## config.mk

```make
export PLATFORM = sky130hd
export DESIGN_NAME = pin1_event_mux
export DESIGN_NICKNAME = d
export VERILOG_FILES = /design/src/include/pin_mux_pkg.sv /design/src/rtl/clock_divider.sv /design/src/rtl/irq_pulser.sv /design/src/rtl/pin1_event_mux.sv
export SDC_FILE = /design/constraint.sdc
export NUM_CORES = 1
export LEC_CHECK = 0
export BUFFER_PORTS_ARGS = -buffer_cell sky130_fd_sc_hd__buf_2
export CAP_MARGIN = 20
export CELL_PAD_IN_SITES_DETAIL_PLACEMENT = 0
export CELL_PAD_IN_SITES_GLOBAL_PLACEMENT = 1
export CORE_MARGIN = 3
export CORE_UTILIZATION = 50
export CTS_CLUSTER_SIZE = 10
export DETAILED_ROUTE_END_ITERATION = 16
export HOLD_SLACK_MARGIN = 0.15
export PLACE_DENSITY_LB_ADDON = 0.15
export SLEW_MARGIN = 10
export SYNTH_ARGS = -nofsm -noshare
export SYNTH_HDL_FRONTEND = slang
export SYNTH_SLANG_ARGS = --single-unit
```

## constraint.sdc

```tcl
create_clock -name clk_i -period 7.7 [get_ports clk_i]
set_input_delay 1.54 -clock clk_i [delete_from_list [all_inputs] [get_ports clk_i]]
set_output_delay 1.54 -clock clk_i [all_outputs]
set_load 0.03 [all_outputs]
```

## src/include/pin_mux_pkg.sv

```systemverilog
/*
 * Package for the event flag register and the multi-function pin one mux.
 * Holds register offsets, field positions, reset values, mux codes,
 * timing counts and the packed structs that carry grouped signals.
 * Assumes a 250 MHz core clock.
 */
`default_nettype none

package pin_mux_pkg;

	// Register offsets on the control bus
	localparam logic [7:0] OFS_LIVE_EVENT_FLAGS      = 8'h61;
	localparam logic [7:0] OFS_PIN1_FUNCTION_CONTROL = 8'h62;
	localparam logic [7:0] OFS_BUTTON_CLEAR_READ     = 8'h0E;
	localparam logic [7:0] OFS_STICKY_FLAGS          = 8'h60; // Seen only as a read strobe

	// Field positions in live_event_flags
	localparam int FLG_LEFT_HP     = 7;
	localparam int FLG_RIGHT_HP    = 6;
	localparam int FLG_LEFT_COM    = 5;
	localparam int FLG_RIGHT_COM   = 4;
	localparam int FLG_BUTTON      = 3;
	localparam int FLG_HEADSET     = 2;
	localparam int FLG_AGC_LEFT    = 1;
	localparam int FLG_AGC_RIGHT   = 0;

	// Field positions in pin1_function_control
	localparam int CTL_SEL_HI      = 7;
	localparam int CTL_SEL_LO      = 4;
	localparam int CTL_CLK_SRC     = 3;
	localparam int CTL_IRQ_REPEAT  = 2;
	localparam int CTL_GP_IN       = 1;
	localparam int CTL_GP_OUT      = 0;

	// Reset values
	localparam logic [7:0] RST_LIVE_EVENT_FLAGS = 8'h00;
	localparam logic [7:0] RST_PIN1_CONTROL     = 8'h00;

	// Function select codes
	localparam logic [3:0] SEL_DISABLED   = 4'h0;
	localparam logic [3:0] SEL_REC_WCLK   = 4'h1;
	localparam logic [3:0] SEL_DIV1       = 4'h2;
	localparam logic [3:0] SEL_DIV2       = 4'h3;
	localparam logic [3:0] SEL_DIV4       = 4'h4;
	localparam logic [3:0] SEL_DIV8       = 4'h5;
	localparam logic [3:0] SEL_SHORT_A    = 4'h6;
	localparam logic [3:0] SEL_SHORT_B    = 4'h7;
	localparam logic [3:0] SEL_GP_INPUT   = 4'h8;
	localparam logic [3:0] SEL_GP_OUTPUT  = 4'h9;
	localparam logic [3:0] SEL_DMIC_CLK   = 4'hA;
	localparam logic [3:0] SEL_BUS_WCLK   = 4'hB;
	localparam logic [3:0] SEL_BUTTON     = 4'hC;
	localparam logic [3:0] SEL_HS_BTN_A   = 4'hD;
	localparam logic [3:0] SEL_HS_BTN_B   = 4'hE;
	localparam logic [3:0] SEL_ALL_EVENTS = 4'hF;

	// Interrupt pulse timing
	localparam int CLK_MHZ          = 250;
	localparam int IRQ_PULSE_US     = 2000;
	localparam int IRQ_PULSE_CYCLES = IRQ_PULSE_US * CLK_MHZ;
	localparam int IRQ_GAP_CYCLES   = IRQ_PULSE_CYCLES;

	// Divider width: divide by up to 8
	localparam int DIV_BITS = 3;

	// Live detector levels from the analogue side
	typedef struct packed {
		logic left_hp_driver;
		logic right_hp_driver;
		logic left_hp_common_driver;
		logic right_hp_common_driver;
		logic button;
		logic headset;
		logic agc_left_quiet;
		logic agc_right_quiet;
	} detect_t;

	// Event pulses feeding the interrupt generators
	typedef struct packed {
		logic short_circuit;
		logic button;
		logic headset;
		logic agc_noise;
	} event_t;

	// Control bus access, one byte wide
	typedef struct packed {
		logic       rd;
		logic       wr;
		logic [7:0] addr;
		logic [7:0] wdata;
	} reg_req_t;

endpackage : pin_mux_pkg

`default_nettype wire

```

## src/rtl/clock_divider.sv

```systemverilog
/*
 * Power-of-two clock divider for the pin's divided-clock modes.
 * Assumes the source is a clock-rate enable or level already in the clk_i
 * domain; produces divide by 1, 2, 4 and 8 of its toggle rate.
 */
`timescale 1ns/100ps
`default_nettype none

module clock_divider #(
	parameter int BITS = pin_mux_pkg::DIV_BITS
) (
	input  wire logic            clk_i,
	input  wire logic            resetn_i,
	input  wire logic            ce_i,
	input  wire logic            src_i,
	output logic [BITS:0]        taps_o
);

	logic            src_q;      // Previous source level
	logic [BITS-1:0] count;      // Ripple of rising edges

	wire rise = src_i & ~src_q;  // Rising edge of source

	// Count source rising edges; each bit toggles at half the previous rate
	always_ff @(posedge clk_i)
	begin
		if (!resetn_i)
		begin
			src_q <= 1'b0;
			count <= '0;
		end
		else if (ce_i)
		begin
			src_q <= src_i;
			if (rise)
				count <= count + BITS'(1);
		end
	end

	// Tap 0 is the registered source, tap k divides by 2**k
	assign taps_o = {count, src_q};

endmodule : clock_divider

`default_nettype wire

```

## src/rtl/irq_pulser.sv

```systemverilog
/*
 * Interrupt pulse shaper: one 2 ms pulse per event, or repeated pulses
 * while the sticky flags stay unread.
 * Assumes event_i is a single-cycle pulse in the clk_i domain.
 */
`timescale 1ns/100ps
`default_nettype none

module irq_pulser #(
	parameter int PULSE_CYCLES = pin_mux_pkg::IRQ_PULSE_CYCLES
) (
	input  wire logic clk_i,
	input  wire logic resetn_i,
	input  wire logic ce_i,
	input  wire logic event_i,
	input  wire logic repeat_i,
	input  wire logic ack_i,
	output logic      irq_o
);

	logic [31:0] count;    // Cycles left in current phase
	logic        pending;  // Repeat mode waits for host read

	// Pulse high for PULSE_CYCLES, low for the same in repeat mode
	always_ff @(posedge clk_i)
	begin
		if (!resetn_i)
		begin
			count   <= 32'h0;
			irq_o   <= 1'b0;
			pending <= 1'b0;
		end
		else if (ce_i)
		begin
			// New event wins over host acknowledge
			if (event_i)
				pending <= repeat_i;
			else if (ack_i)
				pending <= 1'b0;
			if (event_i && !irq_o)
			begin
				irq_o <= 1'b1;
				count <= 32'(PULSE_CYCLES - 1);
			end
			else if (count != 32'h0)
				count <= count - 32'h1;
			else if (irq_o)
			begin
				irq_o <= 1'b0;
				count <= 32'(PULSE_CYCLES - 1);
			end
			else if (pending && !ack_i)
			begin
				irq_o <= 1'b1;
				count <= 32'(PULSE_CYCLES - 1);
			end
		end
	end

endmodule : irq_pulser

`default_nettype wire

```

## src/rtl/pin1_event_mux.sv

```systemverilog
/*
 * Live event flag register and function mux of multi-function pin one.
 * Holds the two registers, the button sticky bit, the interrupt shapers
 * and the pin output mux. Assumes detector levels and pin input come from
 * outside the clock domain; word clocks and modulator clock are levels
 * from other blocks of the device, also synchronised here.
 */
`timescale 1ns/100ps
`default_nettype none

module pin1_event_mux #(
	parameter int PULSE_CYCLES = pin_mux_pkg::IRQ_PULSE_CYCLES
) (
	input  wire logic                 clk_i,
	input  wire logic                 resetn_i,
	input  wire logic                 ce_i,
	input  wire pin_mux_pkg::reg_req_t req_i,
	output logic [7:0]                rdata_o,
	input  wire pin_mux_pkg::detect_t detect_i,
	input  wire logic                 rec_wclk_i,
	input  wire logic                 bus_wclk_i,
	input  wire logic                 bus_wclk_master_i,
	input  wire logic                 dmic_clk_i,
	input  wire logic                 pll_clk_i,
	input  wire logic                 divmux_clk_i,
	input  wire logic                 pin_in_i,
	output logic                      pin_out_o,
	output logic                      pin_oe_n_o,
	output logic                      bus_wclk_o
);

	// Crossing into the core clock
	// Detector levels, the pin and the slow device clocks arrive with no
	// fixed phase to clk_i, so each passes two flops before any logic.
	// The slow clocks are sampled as levels, never used as clocks: each
	// level must last at least two core cycles or an edge is lost.
	// Pin modes that copy a level lag their source by the two sync cycles
	// plus the output register, divided clocks and shaped pulses by one cycle more; software never sees the difference.
	// bus_wclk_master_i comes from serial bus settings in this domain
	// and needs no synchroniser.

	// Two-stage synchronisers for every asynchronous level
	localparam int NSYNC = 14;
	logic [NSYNC-1:0] sync_a;   // First stage, read only by second
	logic [NSYNC-1:0] sync_b;   // Settled copies
	wire  [NSYNC-1:0] async_in = {detect_i, rec_wclk_i, bus_wclk_i,
	                              dmic_clk_i, pll_clk_i, divmux_clk_i,
	                              pin_in_i};

	// Capture all outside levels through two flops
	always_ff @(posedge clk_i)
	begin
		if (!resetn_i)
		begin
			sync_a <= '0;
			sync_b <= '0;
		end
		else if (ce_i)
		begin
			sync_a <= async_in;
			sync_b <= sync_a;
		end
	end

	// Bit order of the synchroniser matches the concatenation above;
	// any new input must be added at both places.

	// Named views of settled levels
	pin_mux_pkg::detect_t det;
	assign det = pin_mux_pkg::detect_t'(sync_b[13:6]);
	wire rec_wclk_s = sync_b[5];
	wire bus_wclk_s = sync_b[4];
	wire dmic_clk_s = sync_b[3];
	wire pll_clk_s  = sync_b[2];
	wire divmux_s   = sync_b[1];
	wire pin_in_s   = sync_b[0];

	// Control byte, high to low: select code, clock source, repeat
	// mode, pin input level, pin output level.
	// The input level bit has no write path, so a stale software value
	// can never mask what the pin shows.
	// Reset leaves the pin disabled and released, so nothing is driven
	// onto the board until software picks a role.

	// Register state
	logic [3:0] func_sel;      // Function select field
	logic       clk_src;       // Divided-clock source choice
	logic       irq_repeat;    // Pulse repeat mode
	logic       gp_out_val;    // Level driven in output mode
	logic       gp_in_val;     // Pin level seen in input mode
	logic       button_sticky; // Held button press
	logic       button_q;      // Previous button level
	logic [3:0] det_q;         // Previous event levels

	// Decode is purely combinational on the request word.
	// A read and a write in the same cycle are not expected; the host
	// bus issues one byte access at a time.
	// The clearing read and the sticky register read have no storage
	// here: they return zero and only act as strobes.

	// Bus decode
	wire rd_flags  = req_i.rd && req_i.addr == pin_mux_pkg::OFS_LIVE_EVENT_FLAGS;
	wire rd_ctrl   = req_i.rd && req_i.addr == pin_mux_pkg::OFS_PIN1_FUNCTION_CONTROL;
	wire rd_clear  = req_i.rd && req_i.addr == pin_mux_pkg::OFS_BUTTON_CLEAR_READ;
	wire wr_ctrl   = req_i.wr && req_i.addr == pin_mux_pkg::OFS_PIN1_FUNCTION_CONTROL;
	wire rd_sticky = req_i.rd && req_i.addr == pin_mux_pkg::OFS_STICKY_FLAGS;

	// Event edges drive the interrupt shapers, not the flag word.
	// The edge registers reset to zero, the idle level of every
	// detector, so no false event follows reset.
	// Short circuits on any of the four drivers count as one event:
	// a second short while the first is still present is not seen.

	// Rising edges of event sources
	wire short_any = det.left_hp_driver | det.right_hp_driver |
	                 det.left_hp_common_driver | det.right_hp_common_driver;
	wire [3:0] det_now = {short_any, det.button, det.headset,
	                      det.agc_left_quiet | det.agc_right_quiet};
	wire [3:0] ev_rise = det_now & ~det_q;
	wire button_rise = det.button & ~button_q;

	// Flag word is live except for the held button bit; a level that
	// flickers faster than two core cycles may never be shown.

	// Live flag word
	wire [7:0] flags = {det.left_hp_driver,
	                    det.right_hp_driver,
	                    det.left_hp_common_driver,
	                    det.right_hp_common_driver,
	                    button_sticky,
	                    det.headset,
	                    det.agc_left_quiet,
	                    det.agc_right_quiet};

	wire [7:0] ctrl = {func_sel, clk_src, irq_repeat, gp_in_val, gp_out_val};

	// Register writes; flags register has no write path
	always_ff @(posedge clk_i)
	begin
		if (!resetn_i)
		begin
			func_sel   <= pin_mux_pkg::RST_PIN1_CONTROL[7:4];
			clk_src    <= 1'b0;
			irq_repeat <= 1'b0;
			gp_out_val <= 1'b0;
		end
		else if (ce_i && wr_ctrl)
		begin
			func_sel   <= req_i.wdata[pin_mux_pkg::CTL_SEL_HI:pin_mux_pkg::CTL_SEL_LO];
			clk_src    <= req_i.wdata[pin_mux_pkg::CTL_CLK_SRC];
			irq_repeat <= req_i.wdata[pin_mux_pkg::CTL_IRQ_REPEAT];
			gp_out_val <= req_i.wdata[pin_mux_pkg::CTL_GP_OUT];
		end
	end

	// A press that lands in the same cycle as the clearing read must
	// not be lost, so the set has priority over the clear.
	// The pin input level is only refreshed in input mode, so the read
	// back value is frozen once the pin takes another role.

	// Button sticky bit: a new press wins over the clearing read
	always_ff @(posedge clk_i)
	begin
		if (!resetn_i)
		begin
			button_sticky <= 1'b0;
			button_q      <= 1'b0;
			det_q         <= 4'h0;
			gp_in_val     <= 1'b0;
		end
		else if (ce_i)
		begin
			button_q <= det.button;
			det_q    <= det_now;
			if (button_rise)
				button_sticky <= 1'b1;
			else if (rd_clear)
				button_sticky <= 1'b0;
			// Pin level sampled only in input mode
			if (func_sel == pin_mux_pkg::SEL_GP_INPUT)
				gp_in_val <= pin_in_s;
		end
	end

	// Read data stands until the next read; writes leave it alone.
	// Unmapped reads return zero rather than the last value, so a bad
	// address cannot be mistaken for a real register.

	// Read data register
	always_ff @(posedge clk_i)
	begin
		if (!resetn_i)
			rdata_o <= 8'h00;
		else if (ce_i)
		begin
			if (rd_flags)
				rdata_o <= flags;
			else if (rd_ctrl)
				rdata_o <= ctrl;
			else if (req_i.rd)
				rdata_o <= 8'h00;  // Unmapped reads give zero
		end
	end

	// Divided clocks are made by counting sampled source edges.
	// Trade-off: no second clock tree, at the cost of one core cycle
	// of jitter on every edge and a source limit near a quarter of the
	// core rate. Switching the source does not reset the counter, so
	// the first divided period after a switch may be short.

	// Divided clock source choice
	wire div_src = clk_src ? divmux_s : pll_clk_s;
	logic [pin_mux_pkg::DIV_BITS:0] taps;

	clock_divider #(
		.BITS    (pin_mux_pkg::DIV_BITS)
	) u_div (
		.clk_i   (clk_i),
		.resetn_i(resetn_i),
		.ce_i    (ce_i),
		.src_i   (div_src),
		.taps_o  (taps)
	);

	// One shaper per event class, so a pulse of one class cannot hide
	// a later event of another. The combined modes OR the shaped pulses,
	// which can merge two pulses into one longer high time.
	// Only a read of the sticky flag register ends repeated pulses;
	// reading the live flags does not.

	// Interrupt shapers, one per event class
	logic [3:0] irq;  // short, button, headset, agc
	wire  ack = rd_sticky;

	genvar gi;
	generate
		for (gi = 0; gi < 4; gi++)
		begin : g_irq
			irq_pulser #(
				.PULSE_CYCLES(PULSE_CYCLES)
			) u_pulse (
				.clk_i   (clk_i),
				.resetn_i(resetn_i),
				.ce_i    (ce_i),
				.event_i (ev_rise[gi]),
				.repeat_i(irq_repeat),
				.ack_i   (ack),
				.irq_o   (irq[gi])
			);
		end
	endgenerate

	wire irq_short   = irq[3];
	wire irq_button  = det.button;  // Press length plus sync delay
	wire irq_headset = irq[1];
	wire irq_agc     = irq[0];
	wire irq_hs_btn  = irq_headset | irq[2];

	// Every code is decoded; the default branch only guards unknowns.
	// Released codes other than eleven drive the output value low as well as raising the
	// enable, so a board probe sees a clean level.
	// Code eleven releases the pin whenever the device is not master.

	// Pin output selection
	logic next_pin_out;
	logic next_pin_oe_n;
	always_comb
	begin
		next_pin_out  = 1'b0;
		next_pin_oe_n = 1'b0;
		case (func_sel)
			pin_mux_pkg::SEL_DISABLED:   next_pin_oe_n = 1'b1;
			pin_mux_pkg::SEL_REC_WCLK:   next_pin_out  = rec_wclk_s;
			pin_mux_pkg::SEL_DIV1:       next_pin_out  = taps[0];
			pin_mux_pkg::SEL_DIV2:       next_pin_out  = taps[1];
			pin_mux_pkg::SEL_DIV4:       next_pin_out  = taps[2];
			pin_mux_pkg::SEL_DIV8:       next_pin_out  = taps[3];
			pin_mux_pkg::SEL_SHORT_A,
			pin_mux_pkg::SEL_SHORT_B:    next_pin_out  = irq_short;
			pin_mux_pkg::SEL_GP_INPUT:   next_pin_oe_n = 1'b1;
			pin_mux_pkg::SEL_GP_OUTPUT:  next_pin_out  = gp_out_val;
			pin_mux_pkg::SEL_DMIC_CLK:   next_pin_out  = dmic_clk_s;
			pin_mux_pkg::SEL_BUS_WCLK:
			begin
				// Slave direction leaves the pin as input
				next_pin_out  = bus_wclk_s;
				next_pin_oe_n = ~bus_wclk_master_i;
			end
			pin_mux_pkg::SEL_BUTTON:     next_pin_out  = irq_button;
			pin_mux_pkg::SEL_HS_BTN_A,
			pin_mux_pkg::SEL_HS_BTN_B:   next_pin_out  = irq_hs_btn;
			pin_mux_pkg::SEL_ALL_EVENTS:
				next_pin_out = irq_hs_btn | irq_short | irq_agc;
			default:                     next_pin_oe_n = 1'b1;
		endcase
	end

	// All three pin outputs come straight from flops, so the pad never
	// sees a glitch from the select decode.
	// The word clock taken from the pin is forced low in other modes,
	// so the serial bus never runs from a stray pin level.

	// Registered pin drive; word clock in from pin when slaved
	always_ff @(posedge clk_i)
	begin
		if (!resetn_i)
		begin
			pin_out_o  <= 1'b0;
			pin_oe_n_o <= 1'b1;
			bus_wclk_o <= 1'b0;
		end
		else if (ce_i)
		begin
			pin_out_o  <= next_pin_out;
			pin_oe_n_o <= next_pin_oe_n;
			bus_wclk_o <= (func_sel == pin_mux_pkg::SEL_BUS_WCLK) ? pin_in_s : 1'b0;
		end
	end

endmodule : pin1_event_mux

`default_nettype wire

```

* Word level (Yosys, flattened, before mapping)
Cells that the tools add are included.
** Storage, ports and cells
- Flip-flop bits (word level) :: 193
- Bits of input ports :: 36
- Output and inout port bits :: 11
- Logic and storage cells :: 169
** Operators by class
- $add $sub $neg :: 5
- Equality and inequality tests :: 23
- Muxes and demuxes :: 46
- Bitwise logic cells :: 14
- Reductions and logical operators :: 53
** Operators by type and width (number)
- $mux 32 :: 16
- $reduce_bool 32->1 :: 4
- $sub 32x1->32 const B :: 4
- $eq 4x4->1 const B :: 8
- $reduce_and 2->1 :: 16
- $mux 1 :: 25
- $eq 8x7->1 const B :: 3
- $mux 8 :: 3
- $eq 4x3->1 const B :: 4
- $reduce_bool 4->1 :: 4
- $logic_and 1x1->1 :: 14
- $pmux 1 s12 :: 1
- $reduce_bool 2->1 :: 5
- $eq 4x2->1 const B :: 2
- $eq 8x4->1 const B :: 1
- $ne 2x1->1 const B :: 4
- $or 1x1->1 :: 7
- $reduce_or 2->1 :: 3
- $logic_not 1->1 :: 5
- $and 4x4->4 :: 1
- $eq 4x1->1 const B :: 1
- $logic_not 4->1 :: 1
- $not 4->4 :: 1
- $add 3x1->3 const B :: 1
- 4 further kinds :: 7

* Logic depth before layout (Yosys ltp)
- Word-level depth :: 8
- Mapped depth :: 11
- Depth with buffers taken out :: 8

* Hierarchy
A second synthesis with hierarchy kept.
** Second synthesis, totals
- Cell total of the unflattened synthesis :: 1209
- Area, all modules :: 10817.9 um^2
** By module, submodules not included
- irq_pulser at g_irq[0].u_pulse ... :: instances 2, cells each 241, area each 2110.8 um^2, sequential area each 680.7 um^2
- irq_pulser at g_irq[2].u_pulse ... :: instances 2, cells each 240, area each 2069.5 um^2, sequential area each 680.7 um^2
- pin1_event_mux :: instances 1, cells each 228, area each 2264.7 um^2, sequential area each 1041.0 um^2
- clock_divider :: instances 1, cells each 19, area each 192.7 um^2, sequential area each 80.1 um^2

* Worst setup path after synthesis
Ideal clock, no wire load.
- Path kind :: in2reg
- Start :: input port req_i[11] (netlist bit)
- End :: register g_irq[3].u_pulse.count[25]
- Setup time :: 0.064 ns
- Arrival :: 3.733 ns
- Required time :: 7.636 ns
- Path slack :: 3.902 ns
- Stages on the path :: 8
- Path buffers :: 2
- Cell sequence :: nor4bb_1 a31oi_1 or4b_2 clkbuf_1 o21ai_1 o21ai_1 buf_2 nor2_1
** Between the ends
- Word-level cells in the longest chain between the ends :: 6
** Ends and longest elaborated chain
- from (decl) :: RTL line pin1_event_mux.sv:17 : input wire pin_mux_pkg::reg_req_t req_i,
- $eq 8x7->1 :: RTL line pin1_event_mux.sv:106 : wire rd_sticky = req_i.rd && req_i.addr == pin_mux_pkg::OFS_STICKY_FLAGS;
- $logic_and 1x1->1 :: RTL line pin1_event_mux.sv:106
- $logic_not 1->1 :: RTL line irq_pulser.sv:52 : else if (pending && !ack_i)
- $logic_and 1x1->1 :: RTL line irq_pulser.sv:52
- $reduce_bool 4->1 (no source line)
- $reduce_and 2->1 (no source line)
- to (signal assigned) :: RTL line irq_pulser.sv:46 : count <= count - 32'h1;
- to (signal assigned) :: RTL line irq_pulser.sv:50 : count <= 32'(PULSE_CYCLES - 1);
- to (signal assigned) :: RTL line irq_pulser.sv:55 : count <= 32'(PULSE_CYCLES - 1);
- to (decl) :: RTL line irq_pulser.sv:21 : logic [31:0] count;
Every way passes these cells.
A chain may end at the register's enable or synchronous reset.

* Worst setup path in the final report
- Start :: input port req_i[8] (netlist bit)
- End :: register g_irq[2].u_pulse.count[7]
** Between the ends
- Word-level cells in the longest chain between the ends :: 6
** Ends and longest elaborated chain (RTL line)
- $eq 8x7->1 :: pin1_event_mux.sv:106
- $logic_and 1x1->1 :: pin1_event_mux.sv:106
- $logic_not 1->1 :: irq_pulser.sv:52
- $logic_and 1x1->1 :: irq_pulser.sv:52
- $reduce_bool 4->1 (no source line)
- $reduce_and 2->1 (no source line)
- to (signal assigned) :: irq_pulser.sv:46
- to (signal assigned) :: irq_pulser.sv:50
- to (signal assigned) :: irq_pulser.sv:55
- to (decl) :: irq_pulser.sv:21
Every way passes these cells.

==> results.txt <==
Comb pwr share = 52.0%
WL final = 22900 um
Leak Pwr = 3.87 nW
P_sw = 2.36 mW
Die Wd = 143 um
Most area-hungry cell type in the Yosys netlist = dfxtp_1
Crit start category = input port
# setup viols final = 0
Antenna violations before repair = 0
CTS Sinks = 192
Net Sw Frac = 46.8%
Top-count cell post-synth = dfxtp_1
Post-DRT Antenna Nets = 0
Die H = 143 um
Fmax = 0.242 GHz
Worst setup EP type = register
Largest cells by area after synthesis = dfxtp_1 (41%), nor2_1 (7.5%), mux2i_1 (4.6%)
Max Transition Viols Final = 0
CP Max Fanout = 15
Rel. slew slack = 27.7%
TritonCTS Buffers = 17
Util after Layout = 56.7%
Row Count = 49
Design Power = 5.04 mW
Clk pin slew, worst setup/hold paths = 0.07 ns
Hold slack = 0.466 ns
Vias in the first global route = 7767
Cell area after synthesis = 9390 um^2
Total GRT Usage = 22.9%
Max Cap Viol = 0
Die ar. = 20500 um^2
Mapped Cells = 1130
Most used cell, CP = o21ai_0
Inserted Diodes = 0
Port buffer count = 45
Synthesized area per cell = 8.31 um^2
WL/cell = 16.5 um
Core area = 18200 um^2
Fin crit period = 4.13 ns
Fin cells = 1383
Placement Setup Slack = 3.13 ns
First-pass GRT wire length = 39000 um
CP max stage cell = o21ai_0
Worst Tran Pin Value = 1.08 ns
Outcome = finished clean
Synth top cells by count = dfxtp_1 (192), nor2_1 (188), a21oi_1 (73), nor3_1 (56), nand2_1 (54)
Post-route setup slack = 3.57 ns
Fraction of layout cells with a size suffix above 1 = 10.3%
Final hold vios = 0
Hold buffers post-CTS = 0
Placement Cell Area = 9740 um^2
Via count = 8347
Slowest cell delay on critical path = 0.81 ns
Iter 0 DRT Violations = 529
Area delta synth->final = 9.96%
Yosys reg bits = 192
Worst Path Arrival = 4.50 ns
Clk_lat worst skew = 0.44 ns
Number of gates resized after CTS = 0
Reg power frac = 30.4%
Max VDD drop = 0.000258 V
Syn_nets = 1171
Placed Cells = 1350
WS Path Type = in2reg
HP Class = reg2reg
Ys Warns = 0
Worst EP required = 8.07 ns
Setup total negative slack = 0 ns
IO Pins = 47
Final worst-path cycle share = 53.6%
Int Pwr = 2.68 mW
Fillers = 1694
Initial Utilization = 51.6%
Drt via density = 6.04
Power share of the clock group = 17.6%
Clock skew = 0.0120 ns
H-tree levels = 4
# DRC = 0
Crit path buf inv count = 1
Primary FF master, synth = dfxtp_1
First drt pass iteration count = 5
Fin nets = 1182
Power density cells = 488 nW/um^2
Synth unique cells = 68
Post-CTS Setup Inserts = 0
Unrepaired setup endpoints after global routing = no
EDFF count, synth = 0
Dpl hpwl = 15100 um
Post-synth top area share = 40.9%
CTS tree = built
Clk root buf = clkbuf_16
Bufs on Longest Clock Path = 2
Async set-reset flop share out of synthesis = 0%
GRT Residual Overflow = 0
Crit path max-delay family = compound AO/OA/AOI/OAI gates
Placer congestion estimate = 0.807
Seq/Total Area, Yosys = 40.9%
Pin count of the biggest net entering global routing = 91
Post-Layout Inst Area = 10300 um^2
Cell Chain, Critical Path = buf_2, nor3_1, nand3_1, a211o_1, o21ai_0, o21ai_0, a21oi_1
-- path summary, 6_finish.rpt --
kind	slack [ns]	end	start	depth (start not counted)
setup / recovery	3.57	g_irq[2].u_pulse.count[7]$_SDFFE_PN0P_	req_i[8]	7
hold / removal	0.47	g_irq[2].u_pulse.count[23]$_SDFFE_PN0P_	g_irq[2].u_pulse.count[23]$_SDFFE_PN0P_	2
setup reg to reg	4.35	g_irq[0].u_pulse.count[26]$_SDFFE_PN0P_	g_irq[0].u_pulse.count[0]$_SDFFE_PN0P_	8
hold reg to reg	0.47	g_irq[2].u_pulse.count[23]$_SDFFE_PN0P_	g_irq[2].u_pulse.count[23]$_SDFFE_PN0P_	2
-- cell families after synthesis --
kind of cell,share of synthesized area (%)
buffers and inverters,3.33
and+or+nand+nor,27.6
muxes,4.82
adders and majority gates,0.666
DFF,40.9
AOI/OAI and AO/OA,18.1
xor gates and xnor gates,4.57
-- sequential cells by signal (all words and copies together) (netlist names), 3 cells and up --
signal                 count
func_sel                   4
u_div.count                3
sync_a                    14
sync_b                    14
g_irq.u_pulse.irq_o        4
det_q                      4
rdata_o                    8
g_irq.u_pulse.count      128
g_irq.u_pulse.pending      4
-- tightest hold or removal path: cells and delay by family (launching register included) --
kind | cells | cell delay [ns]
AO/OA/AOI/OAI | 2 | 0.10
flip-flops | 1 | 0.31
-- final cells by class --
cell class / count / area [um^2] / area share (%)
multi-input combinational: 857 / 5250 / 50.8
sequential: 192 / 3840 / 37.2
clock buffer: 18 / 429 / 4.15
timing repair buffer: 54 / 295 / 2.86
tap: 229 / 287 / 2.77
clock inverter: 14 / 158 / 1.53
inverter: 19 / 72.6 / 0.703
-- power by group through the flow --
stage	combinational (mW)	clock, mW	sequential (mW)
2_1_floorplan	2.09	0	1.49
3_3_place_gp	2.57	0	1.54
3_5_place_dp	2.59	0	1.55
4_1_cts	2.61	0.904	1.53
5_1_grt	2.98	0.943	1.58
6_report	2.62	0.887	1.53
-- cell usage in the layout (no fill, tap or decap), types with 20 or more instances in the layout --
master / instances
a211oi_1: 20
a21oi_1: 73
buf_2: 44
dfxtp_1: 192
mux2i_1: 43
nand2_1: 54
nand3_1: 35
nor2_1: 188
nor3_1: 56
nor4_1: 25
o21ai_0: 31
or3_1: 28
or4_1: 21
xnor2_1: 22
xor2_1: 27
-- per-layer routing --
layer	vias up	GRT usage [%]	part of all wire [%]
li1	4208	-	-
met4	0	5.75	1.3
met3	23	5.06	5.1
met2	183	34.9	43
met5	-	0	0
met1	3933	33.0	51
Power figures use the tool's default switching activity.
